--- config.mk ---
export PLATFORM = sky130hd
export DESIGN_NAME = audio_led_control_regs
export DESIGN_NICKNAME = d
export VERILOG_FILES = /design/src/verilog/audio_led_pkg.sv /design/src/verilog/agc_if.sv /design/src/verilog/agc_envelope.sv /design/src/verilog/audio_led_control_regs.sv
export VERILOG_INCLUDE_DIRS = /design/src /design/src/verilog
export SDC_FILE = /design/constraint.sdc
export NUM_CORES = 1
export LEC_CHECK = 0
export CAP_MARGIN = 20
export CORE_ASPECT_RATIO = 0.6
export CORE_MARGIN = 3
export CORE_UTILIZATION = 55
export DETAILED_ROUTE_END_ITERATION = 10
export DONT_BUFFER_PORTS = 1
export GPL_TIMING_DRIVEN = 1
export PLACE_DENSITY = 0.73
export SLEW_MARGIN = 20
export SYNTH_ARGS = -nofsm -noshare
export SYNTH_HDL_FRONTEND = slang
export SYNTH_HIERARCHICAL = 1
export SYNTH_SLANG_ARGS = --single-unit
export TNS_END_PERCENT = 20
--- constraint.sdc ---
create_clock -name clk_sys -period 5.11 [get_ports clk_sys]
set_input_delay 0.511 -clock clk_sys [delete_from_list [all_inputs] [get_ports clk_sys]]
set_output_delay 0.511 -clock clk_sys [all_outputs]
set_load 0.02 [all_outputs]
--- src/verilog/audio_led_cfg.svh ---
`ifndef AUDIO_LED_CFG_SVH
`define AUDIO_LED_CFG_SVH

// Register offsets
`define MODE_REG_ADDR        8'h16
`define INPUT_REG_ADDR       8'h47
`define OUTPUT_REG_ADDR      8'h49

// Reset values
`define MODE_REG_RESET       8'h00
`define INPUT_REG_RESET      8'h00
`define OUTPUT_REG_RESET     8'h00

// Writable bits; undefined bits stay zero
`define MODE_REG_WMASK       8'hDD
`define INPUT_REG_WMASK      8'hFF
`define OUTPUT_REG_WMASK     8'h1F

// Field positions, audio_led_mode_control
`define BUF_ON_BIT           0
`define COLOR_LSB            2
`define COLOR_MSB            4
`define SPEED_LSB            6
`define SPEED_MSB            7

// Field positions, audio_input_control
`define GAIN_LSB             0
`define GAIN_MSB             2
`define AGC_LSB              3
`define AGC_MSB              5
`define MAN_START_BIT        6
`define DIS_START_BIT        7

// Field positions, audio_output_control
`define AMPL_LSB             0
`define AMPL_MSB             2
`define SYNC_B_BIT           3
`define SYNC_A_BIT           4

// Timing
`define CLK_KHZ              10000
`define PRECHARGE_US         300
`define PRECHARGE_CYCLES     ((`PRECHARGE_US * `CLK_KHZ) / 1000)
`define HOLD_UNIT_MS         200
`define SLOW_DECAY_MS        10
`define FAST_DECAY_MS        2

// Gain steps in dB
`define GAIN_BASE_DB         (-12)
`define GAIN_STEP_DB         6

// Low-amplitude cut level for the noise-suppression mode
`define LOW_CUT_LEVEL        4'h2

`endif

--- src/verilog/audio_led_pkg.sv ---
package audio_led_pkg;

    typedef enum logic [2:0] {
        AGC_OFF,
        AGC_LOW_CUT,
        AGC_CURVE_A,
        AGC_CURVE_B,
        AGC_CURVE_C
    } agc_mode_t;

    typedef struct packed {
        logic [7:0] r;
        logic [7:0] g;
        logic [7:0] b;
    } rgb_t;

endpackage
--- src/verilog/agc_if.sv ---
`timescale 1ns/1ns
interface agc_if;
    logic       sample_valid;
    logic [3:0] sample;
    logic       enable;
    logic       fast_decay;
    logic [3:0] level;

    modport owner    (output sample_valid, sample, enable, fast_decay, input level);
    modport follower (input sample_valid, sample, enable, fast_decay, output level);
endinterface

--- src/verilog/agc_envelope.sv ---
`timescale 1ns/1ns
`include "audio_led_cfg.svh"
module agc_envelope #(
    parameter int SLOW_DECAY_CYCLES = `SLOW_DECAY_MS * `CLK_KHZ,
    parameter int FAST_DECAY_CYCLES = `FAST_DECAY_MS * `CLK_KHZ
) (
    input  wire logic clk_sys,
    input  wire logic reset_n,
    agc_if.follower   agc
);
    logic [19:0] decay_cnt;
    logic [3:0]  level;
    wire  [19:0] decay_len  = agc.fast_decay ? FAST_DECAY_CYCLES[19:0] : SLOW_DECAY_CYCLES[19:0];
    wire         attack     = agc.sample_valid && (agc.sample > level);
    wire         decay_tick = (decay_cnt >= decay_len - 20'h00001);

    assign agc.level = level;

    ////////////////////////////////////////////////////////////////////////////
    // Fast attack, stepped decay on a 0..15 scale
    always_ff @(posedge clk_sys) begin
        if (!reset_n || !agc.enable) begin
            level     <= 4'h0;
            decay_cnt <= 20'h00000;
        end else if (attack) begin
            level     <= agc.sample;                          // [RULE14]
            decay_cnt <= 20'h00000;
        end else if (decay_tick) begin
            level     <= (level != 4'h0) ? level - 4'h1 : 4'h0; // [RULE14]
            decay_cnt <= 20'h00000;
        end else begin
            decay_cnt <= decay_cnt + 20'h00001;
        end
    end
endmodule

--- src/verilog/audio_led_control_regs.sv ---
`timescale 1ns/1ns
`include "audio_led_cfg.svh"

// Operation
// RULE1 - Mode register bit 0 turns the audio input buffer on when one and off when zero, resetting to zero.
// RULE2 - Colour field 4:2 selects the lookup colour scheme at zero, else a fixed colour with bit 4 red, bit 3 green, bit 2 blue.
// RULE3 - Persistence field 7:6 holds the LED output for none, 200 ms, 400 ms or 800 ms.
// RULE4 - Gain field 2:0 of the input register sets buffer gain from -12 dB to +30 dB in 6 dB steps.
// RULE5 - Gain-control field 5:3 turns gain control off at 000 and only suppresses low amplitudes at 001.
// RULE6 - Gain-control codes 010 to 111 pick curve A, B or C in pairs, even code slow decay, odd code fast decay.
// RULE7 - With manual start clear and precharge allowed, the coupling capacitor precharges for 300 us at buffer startup.
// RULE8 - With manual start set, precharge runs continuously while the buffer enable is one; the code keeps precharge off when bit 7 is also set.
// RULE9 - Input register bit 7 set disables startup precharge completely.
// RULE10 - Master amplitude field scales output current to 6.25, 12.5, 25, 50, 75, 87.5, 93.75 or 100 percent.
// RULE11 - Output register bit 3 makes the three-sink group follow audio with the converter running at 500 kHz.
// RULE12 - Output register bit 4 makes the high-voltage group follow audio with the converter running at 500 kHz.
// RULE13 - Lookup colour mode maps low amplitude to black and rises through blue, green, cyan, yellow, red to white.
// RULE14 - The amplitude measurement is a 0..15 integer with short attack and a decay set by the gain-control field.
// RULE15 - Undefined register bits read as zero and ignore writes.
module audio_led_control_regs
    import audio_led_pkg::*;
#(
    parameter int HOLD_UNIT_CYCLES  = `HOLD_UNIT_MS * `CLK_KHZ,
    parameter int SLOW_DECAY_CYCLES = `SLOW_DECAY_MS * `CLK_KHZ,
    parameter int FAST_DECAY_CYCLES = `FAST_DECAY_MS * `CLK_KHZ
) (
    input  wire logic        clk_sys,
    input  wire logic        reset_n,
    input  wire logic [7:0]  reg_addr,
    input  wire logic [7:0]  reg_wdata,
    input  wire logic        reg_write,
    output logic      [7:0]  reg_rdata,
    input  wire logic [3:0]  audio_amp,
    input  wire logic        audio_amp_valid,
    output logic             audio_buf_en,
    output logic             precharge_en,
    output logic signed [7:0] buffer_gain_db,
    output agc_mode_t        agc_mode,
    output logic             agc_fast_decay,
    output logic      [3:0]  agc_level,
    output logic             converter_500k_run,
    output logic             sink_group_a_sync,
    output logic             sink_group_b_sync,
    output logic      [7:0]  sink_a0,
    output logic      [7:0]  sink_a1,
    output logic      [7:0]  sink_a2,
    output logic      [7:0]  sink_b0,
    output logic      [7:0]  sink_b1,
    output logic      [7:0]  sink_b2
);
    ////////////////////////////////////////////////////////////////////////////
    // Helper functions

    // Amplitude factor in sixteenths
    function automatic logic [4:0] ampl_factor(input logic [2:0] code);
        case (code)
            3'h0:    ampl_factor = 5'h01;
            3'h1:    ampl_factor = 5'h02;
            3'h2:    ampl_factor = 5'h04;
            3'h3:    ampl_factor = 5'h08;
            3'h4:    ampl_factor = 5'h0C;
            3'h5:    ampl_factor = 5'h0E;
            3'h6:    ampl_factor = 5'h0F;
            default: ampl_factor = 5'h10;
        endcase
    endfunction

    function automatic logic [7:0] scale(input logic [7:0] v, input logic [2:0] code);
        logic [12:0] prod;
        prod  = v * ampl_factor(code);
        scale = prod[11:4];                                   // [RULE10]
    endfunction

    // Lookup colour ramp over the 0..15 level
    function automatic rgb_t lut_rgb(input logic [3:0] lvl);
        case (lvl)
            4'h0, 4'h1: lut_rgb = '{8'h00, 8'h00, 8'h00};
            4'h2:       lut_rgb = '{8'h00, 8'h00, 8'h80};
            4'h3:       lut_rgb = '{8'h00, 8'h00, 8'hFF};
            4'h4:       lut_rgb = '{8'h00, 8'h80, 8'h80};
            4'h5:       lut_rgb = '{8'h00, 8'hFF, 8'h00};
            4'h6:       lut_rgb = '{8'h00, 8'hFF, 8'h80};
            4'h7:       lut_rgb = '{8'h00, 8'hFF, 8'hFF};
            4'h8:       lut_rgb = '{8'h80, 8'hFF, 8'h80};
            4'h9:       lut_rgb = '{8'hFF, 8'hFF, 8'h00};
            4'hA:       lut_rgb = '{8'hFF, 8'h80, 8'h00};
            4'hB:       lut_rgb = '{8'hFF, 8'h00, 8'h00};
            4'hC:       lut_rgb = '{8'hFF, 8'h40, 8'h40};
            4'hD:       lut_rgb = '{8'hFF, 8'h80, 8'h80};
            4'hE:       lut_rgb = '{8'hFF, 8'hC0, 8'hC0};
            default:    lut_rgb = '{8'hFF, 8'hFF, 8'hFF};
        endcase
    endfunction

    ////////////////////////////////////////////////////////////////////////////
    // Register file
    logic [7:0] mode_reg;
    logic [7:0] input_reg;
    logic [7:0] output_reg;

    wire hit_mode   = reg_write && (reg_addr == `MODE_REG_ADDR);
    wire hit_input  = reg_write && (reg_addr == `INPUT_REG_ADDR);
    wire hit_output = reg_write && (reg_addr == `OUTPUT_REG_ADDR);

    // Masked writes keep undefined bits at zero
    always_ff @(posedge clk_sys) begin
        if (!reset_n) begin
            mode_reg   <= `MODE_REG_RESET;                    // [RULE1]
            input_reg  <= `INPUT_REG_RESET;
            output_reg <= `OUTPUT_REG_RESET;
        end else begin
            if (hit_mode)
                mode_reg <= reg_wdata & `MODE_REG_WMASK;      // [RULE15]
            if (hit_input)
                input_reg <= reg_wdata & `INPUT_REG_WMASK;
            if (hit_output)
                output_reg <= reg_wdata & `OUTPUT_REG_WMASK;  // [RULE15]
        end
    end

    // Read mux; unmapped addresses read zero
    wire [7:0] next_rdata = (reg_addr == `MODE_REG_ADDR)   ? mode_reg   :
                            (reg_addr == `INPUT_REG_ADDR)  ? input_reg  :
                            (reg_addr == `OUTPUT_REG_ADDR) ? output_reg : 8'h00;

    always_ff @(posedge clk_sys) begin
        if (!reset_n)
            reg_rdata <= 8'h00;
        else
            reg_rdata <= next_rdata;
    end

    ////////////////////////////////////////////////////////////////////////////
    // Field decode
    wire       buf_on    = mode_reg[`BUF_ON_BIT];
    wire [2:0] color_sel = mode_reg[`COLOR_MSB:`COLOR_LSB];
    wire [1:0] speed     = mode_reg[`SPEED_MSB:`SPEED_LSB];
    wire [2:0] gain_code = input_reg[`GAIN_MSB:`GAIN_LSB];
    wire [2:0] agc_code  = input_reg[`AGC_MSB:`AGC_LSB];
    wire       man_start = input_reg[`MAN_START_BIT];
    wire       dis_start = input_reg[`DIS_START_BIT];
    wire [2:0] ampl_code = output_reg[`AMPL_MSB:`AMPL_LSB];

    assign audio_buf_en   = buf_on;                                             // [RULE1]
    assign buffer_gain_db = 8'(`GAIN_BASE_DB + `GAIN_STEP_DB * int'(gain_code)); // [RULE4]
    assign agc_mode       = (agc_code == 3'h0) ? AGC_OFF :                      // [RULE5]
                            (agc_code == 3'h1) ? AGC_LOW_CUT :
                            (agc_code[2:1] == 2'h1) ? AGC_CURVE_A :             // [RULE6]
                            (agc_code[2:1] == 2'h2) ? AGC_CURVE_B : AGC_CURVE_C;
    assign agc_fast_decay = agc_code[0] && (agc_code[2:1] != 2'h0);             // [RULE6]

    assign sink_group_b_sync  = output_reg[`SYNC_B_BIT];                        // [RULE11]
    assign sink_group_a_sync  = output_reg[`SYNC_A_BIT];                        // [RULE12]
    assign converter_500k_run = sink_group_a_sync || sink_group_b_sync;         // [RULE11] [RULE12]

    ////////////////////////////////////////////////////////////////////////////
    // Precharge of the coupling capacitor
    logic        buf_on_d;
    logic [11:0] pre_cnt;
    wire         buf_start = buf_on && !buf_on_d;

    // Timer restarts on each buffer enable; buffer off aborts it
    always_ff @(posedge clk_sys) begin
        if (!reset_n) begin
            buf_on_d <= 1'b0;
            pre_cnt  <= 12'h000;
        end else begin
            buf_on_d <= buf_on;
            if (!buf_on)
                pre_cnt <= 12'h000;
            else if (buf_start)
                pre_cnt <= 12'(`PRECHARGE_CYCLES);            // [RULE7]
            else if (pre_cnt != 12'h000)
                pre_cnt <= pre_cnt - 12'h001;
        end
    end

    assign precharge_en = dis_start ? 1'b0 :                  // [RULE9]
                          man_start ? buf_on :                // [RULE8]
                          (pre_cnt != 12'h000);               // [RULE7]

    ////////////////////////////////////////////////////////////////////////////
    // Amplitude envelope
    agc_if agc ();

    assign agc.sample_valid = audio_amp_valid;
    assign agc.sample       = audio_amp;
    assign agc.enable       = buf_on && (agc_code != 3'h0);
    assign agc.fast_decay   = agc_fast_decay;
    assign agc_level        = agc.level;

    agc_envelope #(
        .SLOW_DECAY_CYCLES (SLOW_DECAY_CYCLES),
        .FAST_DECAY_CYCLES (FAST_DECAY_CYCLES)
    ) u_envelope (
        .clk_sys (clk_sys),
        .reset_n (reset_n),
        .agc     (agc)
    );

    // Low-cut mode blanks noise; curves are applied in the analogue path
    wire [3:0] shaped = (agc_code == 3'h1 && audio_amp < `LOW_CUT_LEVEL) ? 4'h0 :  // [RULE5]
                        audio_amp;

    ////////////////////////////////////////////////////////////////////////////
    // Persistence hold: a louder sample always wins, quieter ones wait
    logic [3:0]  held;
    logic [23:0] hold_cnt;
    wire  [23:0] hold_len = (speed == 2'h0) ? 24'h000000 :
                            (speed == 2'h1) ? HOLD_UNIT_CYCLES[23:0] :
                            (speed == 2'h2) ? 24'(HOLD_UNIT_CYCLES * 2) :
                                              24'(HOLD_UNIT_CYCLES * 4);  // [RULE3]
    wire         take     = audio_amp_valid && (shaped >= held || hold_cnt == 24'h000000);

    always_ff @(posedge clk_sys) begin
        if (!reset_n || !buf_on) begin
            held     <= 4'h0;
            hold_cnt <= 24'h000000;
        end else if (take) begin
            held     <= shaped;                               // [RULE3]
            hold_cnt <= hold_len;
        end else if (hold_cnt != 24'h000000) begin
            hold_cnt <= hold_cnt - 24'h000001;
        end
    end

    ////////////////////////////////////////////////////////////////////////////
    // Colour mapping and sink drive
    wire [7:0] mono  = {held, held};
    wire rgb_t col   = (color_sel == 3'h0) ? lut_rgb(held) :          // [RULE13]
                       rgb_t'{color_sel[2] ? mono : 8'h00,             // [RULE2]
                         color_sel[1] ? mono : 8'h00,
                         color_sel[0] ? mono : 8'h00};
    wire [7:0] r_out = scale(col.r, ampl_code);
    wire [7:0] g_out = scale(col.g, ampl_code);
    wire [7:0] b_out = scale(col.b, ampl_code);

    // Disabled groups sink nothing
    always_ff @(posedge clk_sys) begin
        if (!reset_n) begin
            sink_a0 <= 8'h00;
            sink_a1 <= 8'h00;
            sink_a2 <= 8'h00;
            sink_b0 <= 8'h00;
            sink_b1 <= 8'h00;
            sink_b2 <= 8'h00;
        end else begin
            sink_b0 <= sink_group_b_sync ? r_out : 8'h00;    // [RULE11]
            sink_b1 <= sink_group_b_sync ? g_out : 8'h00;
            sink_b2 <= sink_group_b_sync ? b_out : 8'h00;
            sink_a0 <= sink_group_a_sync ? r_out : 8'h00;    // [RULE12]
            sink_a1 <= sink_group_a_sync ? g_out : 8'h00;
            sink_a2 <= sink_group_a_sync ? b_out : 8'h00;
        end
    end
endmodule

==> metrics.txt <==
status finished, final reports clean; vias roughly 7,600; routed length per instance between 15 and 20 um; nets roughly 1,300; Setup Total Neg Slack 0 ns; number of synthesized register bits approximately 150; Largest register FFs 24; CTS root buffer clkbuf_16; Pleak ~4.4 nW; Min Hold Slack 0.229 ns; # DRC 0; mux contribution to synthesized area 0.456%; max_slew headroom 36.7%; Layout area overhead 7.98%; Mapped Area 0.00960 sq mm; initial antenna violation count 0; power per standard cell area ~240 mW/mm^2; VDD IR-drop max between 0.2 and 0.25 mV; WP data required 5.39 ns; vias in the first global route between 7,000 and 8,000; Buf/Inv on CP 1; Ports 101; Final Hold Fails 0; # diodes 0; chip height 108 um; met1 wire length ~11 mm; met3 wire length 2.08 mm; design area ~0.010 sq mm; gr usage total roughly a quarter; Top FF cell, synth dfxtp_1; simple-gate area share of the yosys netlist a little under a quarter; number of flops mapped to enable cells by yosys 0; cell count after placement between 1,000 and 1,500; Final min period roughly 4.8 ns; Top Family by Delay on Critical Path adder cells; CTS Buf Count 17; full die area 0.0191 sq mm; Num Clock Sinks 148; CTS resizes 0; slew of the pin with the lowest slew margin 0.947 ns; Tcrit/Tclk final around 93%; final WL roughly 22 mm; crit path max fanout 14; final clock skew just under 0.008 ns; drt pass-1 iters 5; area post-placement roughly 0.0098 sq mm; clock transition at the registers of the reported paths around 0.060 ns; Initial Utilization between 50% and 60%; met2 wire length around 8.5 mm; crit path DAT ~5.1 ns; final cell count without fillers 1,365; CP Cell Sequence nor3_1 > and2_1 > a21oi_1 > or2_2 > fa_1 > fa_1 > fa_1 > inv_1 > ha_1 > or2_2 > o311a_1 > a41o_1 > a21oi_1 > xor2_1 > nor2_1; CP endpoint kind flip-flop; largest net degree at the start of global routing 33; Die Span X between 150 and 200 um; Critical Setup Path Class reg -> reg; DR top layer met4; placed wire-length estimate ~17 mm; worst skew pair latency around 0.43 ns; RSZ-0062 raised after global routing false; # hold bufs at CTS 0; Core Util, Final 62.2%; Cells after Synth approximately 1,100; Most flops, register hold_cnt; 1st-iter DRT viols 585; ratio of cells with drive above 1 in the final layout 6.77%; MaxCap Viol Count 0; Ys Warns 6; Synth Area in Adders 20.7%; compound-gate portion of the synthesized area 11.2%; Max Freq about 210 MHz; H-tree depth 4; biggest regs hold_cnt (24), u_envelope/decay_cnt (20), pre_cnt (12); Seq/Total Area, Yosys a little under a third; area of the core between 0.015 and 0.02 sq mm; placer congestion estimate about 0.92; critical path's most frequent cell fa_1; xor/xnor cell area share of the yosys netlist 7.12%; Min-Delay Path Class in -> reg; DRT antenna net count 0; FP Rows 36; CP Launch Type flip-flop; Setup Buffers After CTS 0; global-route wire length before repair about 37 mm; Slowest cell on crit path dfxtp_1; clk buf depth 2; setup violators final 0; I/O Buffers 0; vias per cell ~5.5; CTS tree built; Mean Syn Cell Area between 8 and 9 sq um; ys async rst share 0%; largest family of logic cells by synthesized area simple AND/OR/NAND/NOR gates; CP peak stage delay between 0.6 and 0.7 ns; GRT overflow 0; Slew Viols, Final 0; synth unique cells 78
==> routing by layer <==
metal | vias up | global-route usage [%]
met5 | - | 0
met1 | 3509 | 36.9
met3 | 25 | 6.63
met2 | 289 | 32.7
li1 | 3751 | -
met4 | 0 | 7.28
==> cell usage in the layout (no fill, tap or decap), types with 3 or more instances in the layout <==
cell / n
a211oi_1: 7
a21boi_0: 22
a21o_1: 11
a21oi_1: 52
a222oi_1: 4
a22oi_1: 4
a31oi_1: 5
and2_1: 6
and3_1: 5
and4_1: 4
buf_4: 12
clkbuf_16: 17
clkbuf_8: 4
clkinvlp_4: 3
conb_1: 3
dfxtp_1: 148
fa_1: 48
ha_1: 82
inv_1: 108
inv_6: 3
mux2i_1: 3
nand2_1: 111
nand2b_1: 15
nand3_1: 36
nand3b_1: 3
nand4_1: 7
nor2_1: 170
nor2b_1: 11
nor3_1: 33
nor3_2: 4
nor4_1: 9
o21ai_0: 16
o31ai_1: 3
or2_2: 12
or3_1: 10
or4_1: 8
xnor2_1: 52
xor2_1: 26
==> stage by stage <==
stage / setup WS, ns / power, mW
floorplan: 0.311 / 1.22
global placement: 0.528 / 1.22
detailed placement: 0.446 / 1.22
CTS: 0.426 / 2.46
global route: 0.0651 / 2.51
finish: 0.339 / 2.44
==> synth_stat cells (3+ instances only) <==
cell type	n	area (sq um)
nor4_1	9	56.3
o31ai_1	3	22.5
a211oi_1	7	52.6
nand2_1	111	417
nand2b_1	15	93.8
nor2_1	170	638
xor2_1	26	228
nor2b_1	11	68.8
a21boi_0	22	165
a222oi_1	4	40.0
a31oi_1	5	31.3
nor3_1	35	175
clkbuf_1	34	128
or2_2	12	75.1
and3_1	5	31.3
mux2i_1	3	30.0
and4_1	4	35.0
or4_1	8	60.1
a21oi_1	52	260
xnor2_1	52	455
buf_4	4	30.0
nand4_1	7	43.8
ha_1	82	1030
dfxtp_1	148	2960
nand3_1	36	180
o21ai_0	16	80.1
fa_1	48	961
and2_1	6	37.5
nand3b_1	3	22.5
inv_1	108	405
buf_2	3	15.0
a22oi_1	4	30.0
a21o_1	11	82.6
or3_1	10	62.6
==> layout make-up <==
class | instances | area, sq um
clock inverter | 9 | 92.6
inverter | 110 | 413
clock buffer | 23 | 488
fill | 1461 | 6300
multi-input combinational | 835 | 6030
sequential | 148 | 2960
timing repair buffer | 12 | 90.1
tap | 228 | 285
==> cell families (layout without fill, tap and decap cells) <==
| kind of cell | after synthesis | after routing |
|---|---|---|
| simple gates | 464 | 464 |
| buf+inv | 155 | 154 |
| other cells | 2 | 3 |
| fa+ha+maj | 130 | 130 |
| flops | 148 | 148 |
| xor+xnor | 78 | 78 |
| mux | 4 | 4 |
| compound gates | 156 | 156 |
==> worst paths after layout <==
| path | slack [ns] | cells after the start | start | end |
|---|---|---|---|---|
| min reg2reg | 0.46 | 1 | u_envelope/decay_cnt[0] | u_envelope/decay_cnt[0] |
| max reg2reg | 0.34 | 15 | mode_reg[2] | sink_b1[6] |
| max | 0.34 | 15 | mode_reg[2] | sink_b1[6] |
| min | 0.23 | 1 | reset_n | reg_rdata[2] |
==> power by group <==
part           internal (mW)  leakage, nW  switching [mW]
registers               1.15         1.19        0.000707
logic                 0.0186         2.93          0.0256
clock network          0.727        0.277           0.512
total                   1.90         4.40           0.539
(Power assumes the default switching activity.)
